`config.mk`:
```
export PLATFORM = sky130hd
export DESIGN_NAME = exception_entry_state_update
export DESIGN_NICKNAME = d
export VERILOG_FILES = /design/src/exception_entry_pkg.sv /design/src/exception_entry_state_update.sv
export SDC_FILE = /design/constraint.sdc
export NUM_CORES = 1
export LEC_CHECK = 0
export BUFFER_PORTS_ARGS = -buffer_cell sky130_fd_sc_hd__buf_4
export CORE_MARGIN = 5
export CORE_UTILIZATION = 55
export DETAILED_ROUTE_END_ITERATION = 8
export PLACE_DENSITY = 0.82
export SETUP_SLACK_MARGIN = 0.4
export SYNTH_ARGS = -nofsm -noshare
export SYNTH_HDL_FRONTEND = slang
export SYNTH_SLANG_ARGS = --single-unit
export TNS_END_PERCENT = 10
```
`constraint.sdc`:
```
create_clock -name aclk -period 2.7 [get_ports aclk]
set_input_delay 0 -clock aclk [delete_from_list [all_inputs] [get_ports aclk]]
set_output_delay 0 -clock aclk [all_outputs]
set_load 0.005 [all_outputs]
```
`src/exception_entry_pkg.sv`:
```
package exception_entry_pkg;

   // ------------------------------------------------------------
   // Bus and register map
   // ------------------------------------------------------------
   localparam int         ADDR_W          = 8;
   localparam logic [7:0] OFF_SAVED_RET   = 8'h00;
   localparam logic [7:0] OFF_SAVED_STATE = 8'h04;
   localparam logic [7:0] OFF_MSW         = 8'h08;
   localparam logic [7:0] OFF_FAULT_CAUSE = 8'h0c;
   localparam logic [7:0] OFF_FAULT_ADDR  = 8'h10;
   localparam logic [7:0] OFF_BRK_ADDR    = 8'h14;
   localparam logic [7:0] OFF_LAST_CAUSE  = 8'h18;
   localparam logic [1:0] RESP_OKAY       = 2'h0;
   localparam logic [1:0] RESP_SLVERR     = 2'h2;
   localparam logic [31:0] REG_RESET      = 32'h0000_0000;

   // ------------------------------------------------------------
   // Field positions, little-end index (bit n of the word is 31-n)
   // ------------------------------------------------------------
   localparam int MSW_VEC_BASE   = 6;   // vector_base_select
   localparam int MSW_RELOC      = 5;   // instruction_relocation
   localparam int MSW_MCHK_EN    = 12;  // machine_check_enable
   localparam int MSW_ENTRY_BO   = 16;  // entry_byte_order
   localparam int MSW_BO_SWAP    = 0;   // byte_order_swap
   localparam int SAVED_LOW_W    = 16;  // low half copied from state word
   localparam int SAVED_GUARDED  = 28;  // saved-state bit 3
   localparam int SAVED_DENIED   = 27;  // saved-state bit 4
   localparam int CAUSE_DENIED   = 27;  // fault-cause bit 4
   localparam int CAUSE_STORE    = 25;  // fault-cause bit 6

   // ------------------------------------------------------------
   // Vectors
   // ------------------------------------------------------------
   localparam logic [31:0] VEC_BASE_LOW  = 32'h0000_0000;
   localparam logic [31:0] VEC_BASE_HIGH = 32'hfff0_0000;
   localparam logic [31:0] VEC_EMUL      = 32'h0000_1000;
   localparam logic [31:0] VEC_IPROT     = 32'h0000_1300;
   localparam logic [31:0] VEC_DPROT     = 32'h0000_1400;
   localparam logic [31:0] VEC_DBRK      = 32'h0000_1c00;
   localparam logic [31:0] VEC_IBRK      = 32'h0000_1d00;
   localparam logic [31:0] VEC_DP_MASK   = 32'h0000_1e00;
   localparam logic [31:0] VEC_DP_NMASK  = 32'h0000_1f00;

   // ------------------------------------------------------------
   // Entry causes, one-hot
   // ------------------------------------------------------------
   typedef enum logic [6:0] {
      CAUSE_NONE  = 7'h00,
      CAUSE_IPROT = 7'h01,
      CAUSE_EMUL  = 7'h02,
      CAUSE_DPROT = 7'h04,
      CAUSE_IBRK  = 7'h08,
      CAUSE_LBRK  = 7'h10,
      CAUSE_NMDBG = 7'h20,
      CAUSE_MDBG  = 7'h40
   } cause_e;

endpackage : exception_entry_pkg

```
`src/exception_entry_state_update.sv`:
```
// Summary of operation
// - Entry copies state word bits 16:31 into saved state; bit 30 follows resumable flag.
// - Entry keeps vector base and machine check, copies entry byte order, clears rest.
// - Emulation clears saved-state 10:15 and vectors to 0x01000 off selected base.
// - Fetch protection error on denied fetch or guarded fetch with relocation on.
// - Fetch error sets saved bit 3 guarded, bit 4 denied, clears 1,2,10,11:15.
// - Fetch error saves faulting address and vectors to 0x01300.
// - Data protection error saves instruction address, clears saved-state 1:4 and 10:15.
// - Fault-cause bit 4 denied, bit 6 store; all other fault-cause bits cleared.
// - Data error records access address and vectors to 0x01400.
// - Debug entry on breakpoint match, peripheral request or development port request.
// - Debug return address: faulting, following, or next due instruction per source.
// - Port request held during reset may leave saved registers undefined.
// - Bus breakpoint loads breakpoint address; fault address and cause unchanged.
// - Instruction breakpoints vector 0x01D00, data breakpoints 0x01C00.
// - Maskable port and peripheral requests 0x01E00; non-maskable port 0x01F00.
// - Alignment condition suppresses whole instruction; no data storage vector ever.
// - Partial execution only for multi-access stores.
// - Later-access store protection error may partially complete; base not updated.
// - Unimplemented optional facilities take the emulation entry.
// - Illegal, unimplemented optional and floating-point instructions take emulation entry.
//
// The address map and the AXI4-Lite slave port were left to the implementer.
`timescale 1ns/1ps
`default_nettype none

module exception_entry_state_update
   import exception_entry_pkg::*;
#(
   parameter logic [31:0] HIGH_BASE = VEC_BASE_HIGH
) (
   input  wire logic              aclk,
   input  wire logic              aresetn,
   // AXI4-Lite slave
   input  wire logic [ADDR_W-1:0] s_axi_awaddr,
   input  wire logic [2:0]        s_axi_awprot,
   input  wire logic              s_axi_awvalid,
   output logic                   s_axi_awready,
   input  wire logic [31:0]       s_axi_wdata,
   input  wire logic [3:0]        s_axi_wstrb,
   input  wire logic              s_axi_wvalid,
   output logic                   s_axi_wready,
   output logic [1:0]             s_axi_bresp,
   output logic                   s_axi_bvalid,
   input  wire logic              s_axi_bready,
   input  wire logic [ADDR_W-1:0] s_axi_araddr,
   input  wire logic [2:0]        s_axi_arprot,
   input  wire logic              s_axi_arvalid,
   output logic                   s_axi_arready,
   output logic [31:0]            s_axi_rdata,
   output logic [1:0]             s_axi_rresp,
   output logic                   s_axi_rvalid,
   input  wire logic              s_axi_rready,
   // Pipeline and checkers
   input  wire logic              fetch_check,
   input  wire logic              fetch_denied,
   input  wire logic              fetch_guarded,
   input  wire logic [31:0]       fetch_pc,
   input  wire logic              illegal_insn,
   input  wire logic              unimpl_optional,
   input  wire logic              float_insn,
   input  wire logic [31:0]       fault_pc,
   input  wire logic [31:0]       next_pc,
   input  wire logic              data_check,
   input  wire logic              data_denied,
   input  wire logic              data_is_store,
   input  wire logic              data_multi_access,
   input  wire logic              data_first_access,
   input  wire logic [31:0]       data_ea,
   input  wire logic              align_detect,
   input  wire logic              ibrk_match,
   input  wire logic              lbrk_match,
   input  wire logic [31:0]       lbrk_ea,
   input  wire logic              periph_brk_req,
   input  wire logic              devport_req,
   input  wire logic              devport_nonmask,
   // Entry results
   output logic                   redirect_valid,
   output logic [31:0]            redirect_pc,
   output logic [6:0]             entry_cause,
   output logic                   keep_partial,
   output logic                   base_update_inhibit,
   output logic                   suppress_insn,
   output logic [31:0]            machine_state_word
);

   if (HIGH_BASE[15:0] != 16'h0000) begin : g_bad_base
      $error("HIGH_BASE must clear its low 16 bits");
   end

   // ------------------------------------------------------------
   // Registers
   // ------------------------------------------------------------
   logic [31:0] saved_return_address_reg;
   logic [31:0] saved_machine_state_reg;
   logic [31:0] msw_reg;
   logic [31:0] data_fault_cause_reg;
   logic [31:0] data_fault_address_reg;
   logic [31:0] breakpoint_address_reg;
   cause_e      last_cause_reg;
   logic [2:1]  dp_sync1_reg, dp_sync2_reg, dp_sync3_reg;
   logic        dp_req_reg, dp_nm_reg;
   logic        in_reset_reg, dp_at_reset_reg;
   logic        aw_full_reg, w_full_reg;
   logic [ADDR_W-1:0] aw_addr_reg;
   logic [31:0] w_data_reg;
   logic [3:0]  w_strb_reg;

   cause_e      cause_next;
   logic [31:0] saved_return_address_next, saved_machine_state_next, msw_next, vec_next;
   logic        take, wr_fire, dbg_entry, skip_saved;
   logic [31:0] rd_data;
   logic        rd_hit, wr_hit;

   // Merge write data under byte strobes
   function automatic logic [31:0] merge(input logic [31:0] old, input logic [31:0] data,
                                         input logic [3:0] strb);
      logic [31:0] res;
      res = old;
      for (int i = 0; i < 4; i++) begin
         if (strb[i]) res[i*8 +: 8] = data[i*8 +: 8];
      end
      return res;
   endfunction : merge

   function automatic logic wr_at(input logic [ADDR_W-1:0] a, input logic [7:0] off);
      return a[ADDR_W-1:2] == off[7:2];
   endfunction : wr_at

   // ------------------------------------------------------------
   // Development port request synchroniser
   // ------------------------------------------------------------
   // Chain has no reset so a request held during reset is still seen
   always_ff @(posedge aclk) begin
      dp_sync1_reg <= {devport_nonmask, devport_req};
      dp_sync2_reg <= dp_sync1_reg;
      dp_sync3_reg <= dp_sync2_reg;
   end

   // Accept a level once stages two and three agree
   always_ff @(posedge aclk) begin
      if (!aresetn) begin
         dp_req_reg <= 1'b0;
         dp_nm_reg  <= 1'b0;
      end else begin
         if (dp_sync2_reg[1] == dp_sync3_reg[1]) dp_req_reg <= dp_sync3_reg[1];
         if (dp_sync2_reg[2] == dp_sync3_reg[2]) dp_nm_reg  <= dp_sync3_reg[2];
      end
   end

   // Flag a port request present right at reset release
   always_ff @(posedge aclk) begin
      if (!aresetn) begin
         in_reset_reg    <= 1'b1;
         dp_at_reset_reg <= 1'b0;
      end else begin
         in_reset_reg <= 1'b0;
         if (in_reset_reg) begin
            dp_at_reset_reg <= dp_sync3_reg[1];
         end else if (dbg_entry) begin
            dp_at_reset_reg <= 1'b0;
         end
      end
   end

   // ------------------------------------------------------------
   // Cause selection, fixed priority, one entry per boundary
   // ------------------------------------------------------------
   always_comb begin
      cause_next = CAUSE_NONE;
      if (redirect_valid) begin
         cause_next = CAUSE_NONE;
      end else if (fetch_check && (fetch_denied || (fetch_guarded && msw_reg[MSW_RELOC]))) begin
         cause_next = CAUSE_IPROT;
      end else if (illegal_insn || unimpl_optional || float_insn) begin
         cause_next = CAUSE_EMUL;
      end else if (data_check && data_denied && !align_detect) begin
         cause_next = CAUSE_DPROT;
      end else if (ibrk_match) begin
         cause_next = CAUSE_IBRK;
      end else if (lbrk_match) begin
         cause_next = CAUSE_LBRK;
      end else if (dp_req_reg && dp_nm_reg) begin
         cause_next = CAUSE_NMDBG;
      end else if (dp_req_reg || periph_brk_req) begin
         cause_next = CAUSE_MDBG;
      end
   end

   assign take       = cause_next != CAUSE_NONE;
   assign dbg_entry  = cause_next inside {CAUSE_NMDBG, CAUSE_MDBG};
   assign skip_saved = dbg_entry && dp_req_reg && dp_at_reset_reg;

   // ------------------------------------------------------------
   // Entry values
   // ------------------------------------------------------------
   always_comb begin
      // Low half from state word, bits 1:4 and 10:15 and the rest zero
      saved_machine_state_next = REG_RESET;
      saved_machine_state_next[SAVED_LOW_W-1:0] = msw_reg[SAVED_LOW_W-1:0];
      if (cause_next == CAUSE_IPROT) begin
         saved_machine_state_next[SAVED_GUARDED] = fetch_guarded && msw_reg[MSW_RELOC];
         saved_machine_state_next[SAVED_DENIED]  = fetch_denied;
      end
      // New state word keeps base select and machine check, takes byte order swap from entry byte order
      msw_next = REG_RESET;
      msw_next[MSW_VEC_BASE] = msw_reg[MSW_VEC_BASE];
      msw_next[MSW_MCHK_EN]  = msw_reg[MSW_MCHK_EN];
      msw_next[MSW_BO_SWAP]  = msw_reg[MSW_ENTRY_BO];
      // Return address and vector offset per cause
      saved_return_address_next = fault_pc;
      vec_next  = VEC_EMUL;
      case (cause_next)
         CAUSE_IPROT: begin
            saved_return_address_next = fetch_pc;
            vec_next  = VEC_IPROT;
         end
         CAUSE_EMUL: begin
            saved_return_address_next = fault_pc;
            vec_next  = VEC_EMUL;
         end
         CAUSE_DPROT: begin
            saved_return_address_next = fault_pc;
            vec_next  = VEC_DPROT;
         end
         CAUSE_IBRK: begin
            saved_return_address_next = fault_pc;
            vec_next  = VEC_IBRK;
         end
         CAUSE_LBRK: begin
            saved_return_address_next = next_pc;
            vec_next  = VEC_DBRK;
         end
         CAUSE_NMDBG: begin
            saved_return_address_next = next_pc;
            vec_next  = VEC_DP_NMASK;
         end
         CAUSE_MDBG: begin
            saved_return_address_next = next_pc;
            vec_next  = VEC_DP_MASK;
         end
         default: begin
            saved_return_address_next = fault_pc;
            vec_next  = VEC_EMUL;
         end
      endcase
   end

   // ------------------------------------------------------------
   // Redirect and side outputs, registered every cycle; redirect_pc only on an entry
   // ------------------------------------------------------------
   always_ff @(posedge aclk) begin
      if (!aresetn) begin
         redirect_valid      <= 1'b0;
         redirect_pc         <= REG_RESET;
         entry_cause         <= CAUSE_NONE;
         keep_partial        <= 1'b0;
         base_update_inhibit <= 1'b0;
         suppress_insn       <= 1'b0;
      end else begin
         redirect_valid <= take;
         entry_cause    <= cause_next;
         if (take) begin
            redirect_pc <= (msw_reg[MSW_VEC_BASE] ? HIGH_BASE : VEC_BASE_LOW) | vec_next;
         end
         keep_partial <= (cause_next == CAUSE_DPROT) && data_multi_access
                         && data_is_store && !data_first_access;
         base_update_inhibit <= cause_next == CAUSE_DPROT;
         suppress_insn <= align_detect;
      end
   end

   // ------------------------------------------------------------
   // Saved and state registers; hardware entry wins over software
   // ------------------------------------------------------------
   always_ff @(posedge aclk) begin
      if (!aresetn) begin
         saved_return_address_reg <= REG_RESET;
         saved_machine_state_reg  <= REG_RESET;
      end else if (take && !skip_saved) begin
         saved_return_address_reg <= saved_return_address_next;
         saved_machine_state_reg  <= saved_machine_state_next;
      end else if (take) begin
         saved_return_address_reg <= saved_return_address_reg;
      end else if (wr_fire && wr_at(aw_addr_reg, OFF_SAVED_RET)) begin
         saved_return_address_reg <= merge(saved_return_address_reg, w_data_reg, w_strb_reg);
      end else if (wr_fire && wr_at(aw_addr_reg, OFF_SAVED_STATE)) begin
         saved_machine_state_reg <= merge(saved_machine_state_reg, w_data_reg, w_strb_reg);
      end
   end

   // State word
   always_ff @(posedge aclk) begin
      if (!aresetn) begin
         msw_reg <= REG_RESET;
      end else if (take) begin
         msw_reg <= msw_next;
      end else if (wr_fire && wr_at(aw_addr_reg, OFF_MSW)) begin
         msw_reg <= merge(msw_reg, w_data_reg, w_strb_reg);
      end
   end

   // Fault cause and fault address, loaded only on data protection
   always_ff @(posedge aclk) begin
      if (!aresetn) begin
         data_fault_cause_reg   <= REG_RESET;
         data_fault_address_reg <= REG_RESET;
      end else if (cause_next == CAUSE_DPROT) begin
         data_fault_cause_reg <= REG_RESET;
         data_fault_cause_reg[CAUSE_DENIED] <= data_denied;
         data_fault_cause_reg[CAUSE_STORE]  <= data_is_store;
         data_fault_address_reg <= data_ea;
      end else if (wr_fire && wr_at(aw_addr_reg, OFF_FAULT_CAUSE)) begin
         data_fault_cause_reg <= merge(data_fault_cause_reg, w_data_reg, w_strb_reg);
      end else if (wr_fire && wr_at(aw_addr_reg, OFF_FAULT_ADDR)) begin
         data_fault_address_reg <= merge(data_fault_address_reg, w_data_reg, w_strb_reg);
      end
   end

   // Breakpoint address, fault registers left alone on bus breakpoint
   always_ff @(posedge aclk) begin
      if (!aresetn) begin
         breakpoint_address_reg <= REG_RESET;
      end else if (cause_next == CAUSE_LBRK) begin
         breakpoint_address_reg <= lbrk_ea;
      end else if (wr_fire && wr_at(aw_addr_reg, OFF_BRK_ADDR)) begin
         breakpoint_address_reg <= merge(breakpoint_address_reg, w_data_reg, w_strb_reg);
      end
   end

   // Last entry cause, read-only
   always_ff @(posedge aclk) begin
      if (!aresetn) begin
         last_cause_reg <= CAUSE_NONE;
      end else if (take) begin
         last_cause_reg <= cause_next;
      end
   end

   assign machine_state_word = msw_reg;

   // ------------------------------------------------------------
   // AXI4-Lite write channel
   // ------------------------------------------------------------
   assign wr_fire = aw_full_reg && w_full_reg && !s_axi_bvalid;

   always_comb begin
      wr_hit = 1'b0;
      for (int i = 0; i < 6; i++) begin
         if (wr_at(aw_addr_reg, 8'(i * 4))) wr_hit = 1'b1;
      end
   end

   // Address and data taken in either order, response after both
   always_ff @(posedge aclk) begin
      if (!aresetn) begin
         aw_full_reg   <= 1'b0;
         w_full_reg    <= 1'b0;
         aw_addr_reg   <= '0;
         w_data_reg    <= REG_RESET;
         w_strb_reg    <= 4'h0;
         s_axi_awready <= 1'b1;
         s_axi_wready  <= 1'b1;
         s_axi_bvalid  <= 1'b0;
         s_axi_bresp   <= RESP_OKAY;
      end else begin
         if (s_axi_awvalid && s_axi_awready) begin
            aw_full_reg   <= 1'b1;
            aw_addr_reg   <= s_axi_awaddr;
            s_axi_awready <= 1'b0;
         end
         if (s_axi_wvalid && s_axi_wready) begin
            w_full_reg   <= 1'b1;
            w_data_reg   <= s_axi_wdata;
            w_strb_reg   <= s_axi_wstrb;
            s_axi_wready <= 1'b0;
         end
         if (wr_fire) begin
            s_axi_bvalid <= 1'b1;
            s_axi_bresp  <= wr_hit ? RESP_OKAY : RESP_SLVERR;
         end
         if (s_axi_bvalid && s_axi_bready) begin
            s_axi_bvalid  <= 1'b0;
            aw_full_reg   <= 1'b0;
            w_full_reg    <= 1'b0;
            s_axi_awready <= 1'b1;
            s_axi_wready  <= 1'b1;
         end
      end
   end

   // ------------------------------------------------------------
   // AXI4-Lite read channel
   // ------------------------------------------------------------
   always_comb begin
      rd_hit  = 1'b1;
      rd_data = REG_RESET;
      case ({s_axi_araddr[ADDR_W-1:2], 2'h0})
         OFF_SAVED_RET:   rd_data = saved_return_address_reg;
         OFF_SAVED_STATE: rd_data = saved_machine_state_reg;
         OFF_MSW:         rd_data = msw_reg;
         OFF_FAULT_CAUSE: rd_data = data_fault_cause_reg;
         OFF_FAULT_ADDR:  rd_data = data_fault_address_reg;
         OFF_BRK_ADDR:    rd_data = breakpoint_address_reg;
         OFF_LAST_CAUSE:  rd_data = {25'h0, last_cause_reg};
         default:         rd_hit  = 1'b0;
      endcase
   end

   // One read at a time, data sampled at the address handshake
   always_ff @(posedge aclk) begin
      if (!aresetn) begin
         s_axi_arready <= 1'b1;
         s_axi_rvalid  <= 1'b0;
         s_axi_rdata   <= REG_RESET;
         s_axi_rresp   <= RESP_OKAY;
      end else if (s_axi_arvalid && s_axi_arready) begin
         s_axi_arready <= 1'b0;
         s_axi_rvalid  <= 1'b1;
         s_axi_rdata   <= rd_data;
         s_axi_rresp   <= rd_hit ? RESP_OKAY : RESP_SLVERR;
      end else if (s_axi_rvalid && s_axi_rready) begin
         s_axi_rvalid  <= 1'b0;
         s_axi_arready <= 1'b1;
      end
   end

endmodule : exception_entry_state_update

`default_nettype wire

```
==> results.md, run 1 <==
- Status: finished with violations
- Failing checks: DRC
- Skew final: 0.0183 ns
- # fillers: 1520
- Crit end category: flip-flop
- Crit path DAT: 2.76 ns
- DRC viols: 19
- Routed Antenna Nets: 0
- WL final: 59200 um
- Largest net degree at the start of global routing: 55
- Initial antenna violation count: 4
- Final Hold Fails: 0
- Slew @ Worst Pin: 0.807 ns
- Tot GR Track Use: 0.391
- Die width: 169 um
- Yosys Warn Count: 0
- Flop pwr share: 0.447
- Drt first pass iters: 9
- Post-layout minimum cycle time: 2.34 ns
- Most frequent cells in the layout: buf_4, dfxtp_1, dlygate4sd3_1, nand2_1, a21oi_1
- Clock group share of total power: 0.428
- Core area: 0.0250 mm2
- Routed vias: 15700
- Synth area leader: dfxtp_1
- Synthesized area: 0.0139 mm2
- Leak: 8.14 nW
- Worst hold path startpoint: fetch_pc[29]
- Area grow syn2layout: 41.6%
- H-tree depth reported by CTS: 1
- Io pins: 358
- Final setup vio count: 0
- #FFs+latches synth: 309
- Post-synth top area share: 0.444
- Nets: 2292
- Post-synthesis cell type count: 72
- Drt initial violations: 2411
- Num rows: 58
- Routability cong.: 0.926
- Period utilization: 0.868
- P_int: 8.17 mW
- Grt ovf: 0
- Maximum fanout along the worst path: 40
- TritonCTS buffer count: 31
- Reg clk slew, reported paths: 0.07 ns
- Worst Setup EP: breakpoint_address_reg[9]$_SDFFE_PN0P_
- Vias in the first global route: 15700
- First-pass GRT wire length: 89200 um
- Tot Pwr: 10.9 mW
- Die area: 0.0286 mm2
- DR WL/cell: 24.6 um
- Worst Setup SP: machine_state_word[5]$_SDFFE_PP0P_
- CP Launch Type: flip-flop
- Vias/cell: 6.52
- R2r endpoint: breakpoint_address_reg[9]$_SDFFE_PN0P_
- RR Startpoint: machine_state_word[5]$_SDFFE_PP0P_
- Fin. max-slew vios: 0
- Crit-path slowest cell: buf_4
- Cells after synthesis: 1567
- Die H: 169 um
- Worst rel slew slack: 0.458
- CTS tree: yes
- Port bufs: 330
- Post-detail-place hpwl: 36100 um
- Gate power share: 0.126
- Layout cells sized above 1: 0.238
- Leading register cell type out of synthesis: dfxtp_1
- EDFF count, synth: 0
- Seq/Total Area, Yosys: 0.444
- CP max stage delay: 0.37 ns
- R2R Setup Slk: 0.36 ns
- Register area: 0.00619 mm2
- FFs w/ async S/R, synth: 0
- Power Density: 553 mW/mm2
- Req. time, crit path: 3.11 ns
- Hold crit path type: in2reg
- Mean Syn Cell Area: 8.89 um2
- Maximum vdd ir drop: 422 uV
- Most used cell, CP: buf_4
- Critical path class: reg2reg
- Root buffer cell: clkbuf_16
- CP cell instances: a21oi_2 > o211a_2 > buf_4 > nand3_2 > buf_4 > o21ai_0 > a21oi_1
- R2R cell count: 7
- Net Sw Power: 2.74 mW
- Setup TNS: 0 ns
- Clk_lat worst skew: 0.56 ns
- Fmax: 0.426 GHz
- Hold path cells: 4
- # clock sinks: 309
- Multi-input logic area: 0.00687 mm2
- Switching Fraction: 0.251
- Leading cell type in the layout, fill and taps excluded: buf_4
- RSZ-0062 raised after global routing: yes
- Largest cells by area after synthesis: dfxtp_1, a21oi_1, mux2i_1
- Maximum Capacitance Violations: 0
- Initial core utilization: 0.556
- Clk buf depth: 3
how the worst min path moves through the flow:
stage                                                end  slack (ns)
6_report       saved_return_address_reg[29]$_SDFFE_PN0P_        0.01
3_5_place_dp                     dp_sync1_reg[1]$_DFF_P_        0.11
3_3_place_gp                     dp_sync1_reg[2]$_DFF_P_        0.11
4_1_cts        saved_return_address_reg[29]$_SDFFE_PN0P_       0.002
2_1_floorplan                    dp_sync1_reg[1]$_DFF_P_        0.03
5_1_grt         saved_return_address_reg[9]$_SDFFE_PN0P_        0.02
metrics by stage:
stage / util / hold WS, ns / std cells / cell area [um2] / setup WS [ns]
global placement: 0.659 / 0.105 / 2141 / 16500 / 0.428
detailed placement: 0.659 / 0.106 / 2141 / 16500 / 0.405
CTS: 0.786 / 0.00231 / 2404 / 19700 / 0.396
finish: 0.788 / 0.0119 / 2408 / 19700 / 0.355
floorplan: - / 0.0277 / 1583 / 14000 / 0.824
global route: 0.788 / 0.0158 / 2408 / 19700 / 0.225
area by class of cell:
| type | count | share of cell area |
|---|---|---|
| diodes | 4 | 0.000507 |
| clock buffers | 45 | 0.0461 |
| clock inverters | 12 | 0.00971 |
| inverters | 53 | 0.0101 |
| multi-input cells | 1066 | 0.348 |
| flip-flops and latches | 309 | 0.314 |
| well taps | 330 | 0.0209 |
| repair buffers | 589 | 0.251 |
logic make-up (layout without fill, tap and decap cells):
kind of cell	after synthesis	count (layout)	synth area share
AOI/OAI and AO/OA	510	510	0.260
buffers and inverters	208	699	0.0721
DFF	309	309	0.444
muxes	93	93	0.0674
other	1	21	0.000269
and+or+nand+nor	446	446	0.156
cells in the mapped netlist, types with 33 or more instances:
library cell,count
mux2i_1,87
a211oi_1,37
a22oi_1,41
nor2_1,69
buf_4,33
buf_2,38
nand2_1,185
a21oi_1,180
o21ai_0,45
o221ai_1,42
dfxtp_1,309
clkbuf_1,62
nand3_1,103
inv_1,53
repair_timing:
action                                 in CTS  in global routing
setup endpoints to repair                   3                 81
endpoints found under the hold margin     169                  0
setup buffers                               0                  0
hold buffers                              206                  0
resized for setup                           1                  9
pin swaps                                   0                  2
metal layers:
layer	track usage	share of wire	vias to the layer above
li1	-	-	6742
met3	0.0883	0.12	308
met5	0	0	-
met2	0.657	0.47	1322
met1	0.459	0.34	7321
met4	0.231	0.073	0
critical path: cells and delay by family, from the launching register on:
family,cells,cell delay [ns]
buffers and inverters,2,0.69
AO/OA/AOI/OAI,4,1.03
AND/OR/NAND/NOR,1,0.13
flip-flops,1,0.33
power groups by stage:
| stage | Clock (mW) | Sequential (mW) | Combinational [mW] |
|---|---|---|---|
| detailed placement | 0 | 4.96 | 1.04 |
| global route | 4.84 | 4.88 | 1.44 |
| finish | 4.66 | 4.87 | 1.37 |
| global placement | 0 | 4.95 | 1.02 |
| CTS | 4.61 | 4.86 | 1.29 |
| floorplan | 0 | 4.88 | 0.547 |
Note: power is estimated with default switching activity, not from simulation.
==> run 2: changes to the inputs <==
--- a/config.mk
+++ b/config.mk
@@ -6,8 +6,10 @@
 export NUM_CORES = 1
 export LEC_CHECK = 0
 export BUFFER_PORTS_ARGS = -buffer_cell sky130_fd_sc_hd__buf_4
+export CORE_ASPECT_RATIO = 1.4
 export CORE_MARGIN = 5
 export CORE_UTILIZATION = 55
+export CTS_CLUSTER_SIZE = 10
 export DETAILED_ROUTE_END_ITERATION = 8
 export PLACE_DENSITY = 0.82
 export SETUP_SLACK_MARGIN = 0.4
==> run 2 against run 1 <==
  * Sequential power about the same
  * Largest cell class unchanged
  * Utilization down 1.7 points
  * The flow now finishes without violations
  * Critical path type unchanged
  * Die area rose by 0.16%
  * Sequential share of layout area rose by 0.49 points
  * Critical endpoint is now machine_state_word[22]$_SDFFE_PP0P_
  * Critical path depth shrank 1
==> results.md, run 2 (synthesis results as in run 1) <==
- Hold crit path type: in2reg
- Area grow syn2layout: 39.6%
- WL final: 60800 um (+2.8%)
- Maximum fanout along the worst path: 24 (-40%)
- Status: complete, no violations
- Most frequent cells in the layout: buf_4, dfxtp_1, dlygate4sd3_1, nand2_1, a21oi_1
- Gate power share: 0.130 (+0.004)
- Skew final: 0.0149 ns (-0.00332 ns)
- Multi-input logic area: 0.00688 mm2 (+0.27%)
- Core area: 0.0252 mm2 (+0.69%)
- Die H: 198 um (+17%)
- Routability cong.: 0.927 (about the same)
- Grt ovf: 0 (unchanged)
- Routed Antenna Nets: 0 (unchanged)
- Drt first pass iters: 8 (-1)
- Layout cells sized above 1: 0.237 (-0.000566)
- CP Launch Type: flip-flop
- Worst Setup SP: dp_req_reg$_SDFFE_PN0N_
- Initial antenna violation count: 6 (+2)
- Tot GR Track Use: 0.409 (+0.0179)
- Routed vias: 15600 (-0.32%)
- Vias/cell: 6.61 (+1.5%)
- Finished Core Util: 0.771 (-0.0169)
- # clock sinks: 309 (unchanged)
- Final Hold Fails: 0 (unchanged)
- Post-detail-place hpwl: 36600 um (+1.5%)
- Setup TNS: 0 ns (unchanged)
- Maximum Capacitance Violations: 0 (unchanged)
- Root buffer cell: clkbuf_16
- First-pass GRT wire length: 90300 um (+1.2%)
- Final setup vio count: 0 (unchanged)
- Leading cell type in the layout, fill and taps excluded: buf_4
- Leak: 8.00 nW (-1.7%)
- DR WL/cell: 25.7 um (+4.7%)
- P_int: 7.76 mW (-5.0%)
- TritonCTS buffer count: 36 (+16%)
- Die width: 144 um (-15%)
- # fillers: 1625 (+6.9%)
- Maximum vdd ir drop: 468 uV (+11%)
- Critical path class: reg2reg
- Clk_lat worst skew: 0.52 ns (-0.04 ns)
- Crit end category: flip-flop
- Die area: 0.0286 mm2 (+0.16%)
- Vias in the first global route: 15900 (+0.98%)
- Drt initial violations: 2189 (-9.2%)
- Io pins: 358 (unchanged)
- Worst hold path startpoint: fetch_pc[1]
- Switching Fraction: 0.258 (+0.00751)
- Post-layout minimum cycle time: 2.32 ns (-0.0294 ns)
- Largest net degree at the start of global routing: 66 (+20%)
- Worst rel slew slack: 0.271 (-0.187)
- Initial core utilization: 0.552 (-0.00381)
- Power Density: 539 mW/mm2 (-2.6%)
- Port bufs: 330 (unchanged)
- DRC viols: 0 (-19)
- Clock group share of total power: 0.404 (-0.024)
- Slew @ Worst Pin: 1.09 ns (+0.282 ns)
- Crit path DAT: 2.75 ns (about the same)
- RSZ-0062 raised after global routing: yes
- Net Sw Power: 2.70 mW (-1.2%)
- Flop pwr share: 0.466 (+0.019)
- RR Startpoint: dp_req_reg$_SDFFE_PN0N_
- H-tree depth reported by CTS: 2 (+1)
- Num rows: 69 (+19%)
- Reg clk slew, reported paths: 0.06 ns (about the same)
- Nets: 2283 (-0.39%)
- Fmax: 0.432 GHz (+1.3%)
- Fin. max-slew vios: 0 (unchanged)
- Req. time, crit path: 3.14 ns (+0.03 ns)
- Register area: 0.00619 mm2 (about the same)
- Period utilization: 0.858 (-0.0109)
- CTS tree: yes
- Clk buf depth: 3 (unchanged)
-- run 2: changes by cell type in the layout (fill, tap and decap cells not counted), moves of 2 or more --
| cell | previous run | this run |
|---|---|---|
| clkbuf_8 | 8 | 0 |
| diode_2 | 4 | 6 |
| clkinv_2 | 6 | 0 |
| bufinv_16 | 5 | 0 |
| buf_4 | 382 | 380 |
| o21ai_1 | 3 | 5 |
| and2_4 | 1 | 3 |
| dlygate4sd3_1 | 206 | 191 |
| clkbuf_1 | 6 | 1 |
| clkbuf_16 | 31 | 37 |
-- run 2: power groups by stage --
stage	clock (mW)	sequential, mW	combinational, mW
final	4.23	4.88	1.37
after global routing	4.39	4.88	1.43
after CTS	4.19	4.86	1.27
after detailed placement	0	4.95	1.03
after global placement	0	4.94	1.01
after floorplan	0	4.88	0.547
-- run 2: final cells by class --
type                            instances  share of cell area
Sequential cell                       309               0.319
Timing Repair Buffer                  574               0.248
Tap cell                              319              0.0205
Antenna cell                            6            0.000773
Clock buffer                           38              0.0478
Inverter                               53              0.0104
Multi-Input combinational cell       1067               0.354
-- run 2: stage by stage --
step | cells | total power [mW] | cell area (um2) | hold WS [ns] | setup WS, ns
finish | 2366 | 10.5 | 19400 | 0.00932 | 0.385
global route | 2365 | 10.7 | 19400 | 0.0135 | 0.291
CTS | 2358 | 10.3 | 19400 | 0.00152 | 0.281
detailed placement | 2129 | 5.98 | 16500 | 0.106 | 0.203
global placement | 2129 | 5.96 | 16500 | 0.106 | 0.344
floorplan | 1583 | 5.43 | 14000 | 0.0277 | 0.824
-- run 2: what timing repair did --
action | 4_1_cts | 5_1_grt
hold endpoints to repair | 165 | 0
gates resized for setup | 3 | 16
hold buffers | 191 | 0
setup endpoints to repair | 80 | 119
gates cloned | 0 | 1
setup buffers | 0 | 1
pin swaps | 0 | 3
-- run 2: final timing paths --
kind / to / slack [ns] / cells past startpoint
max reg2reg: machine_state_word[22]$_SDFFE_PP0P_ / 0.38 / 6
min: saved_return_address_reg[1]$_SDFFE_PN0P_ / 0.009 / 4
max: machine_state_word[22]$_SDFFE_PP0P_ / 0.38 / 6
min reg2reg: dp_sync2_reg[1]$_DFF_P_ / 0.33 / 0
-- run 2: critical path: stages (launching register included) --
cell and delay [ns]:
dfxtp_4 0.39, nor4_4 0.39, o2111ai_2 0.30, nand2_1 0.40
nand2_1 0.26, buf_4 0.32, a21oi_1 0.17
-- run 2: layer usage --
metal | wire [um] | global-route usage | vias to the layer above | part of all wire
li1 | - | - | 6711 | -
met1 | 19800 | 0.466 | 7249 | 0.33
met2 | 28800 | 0.672 | 1289 | 0.47
met3 | 6760 | 0.0928 | 392 | 0.11
met4 | 5430 | 0.286 | 2 | 0.089
met5 | 15 | 0 | - | 0.00025
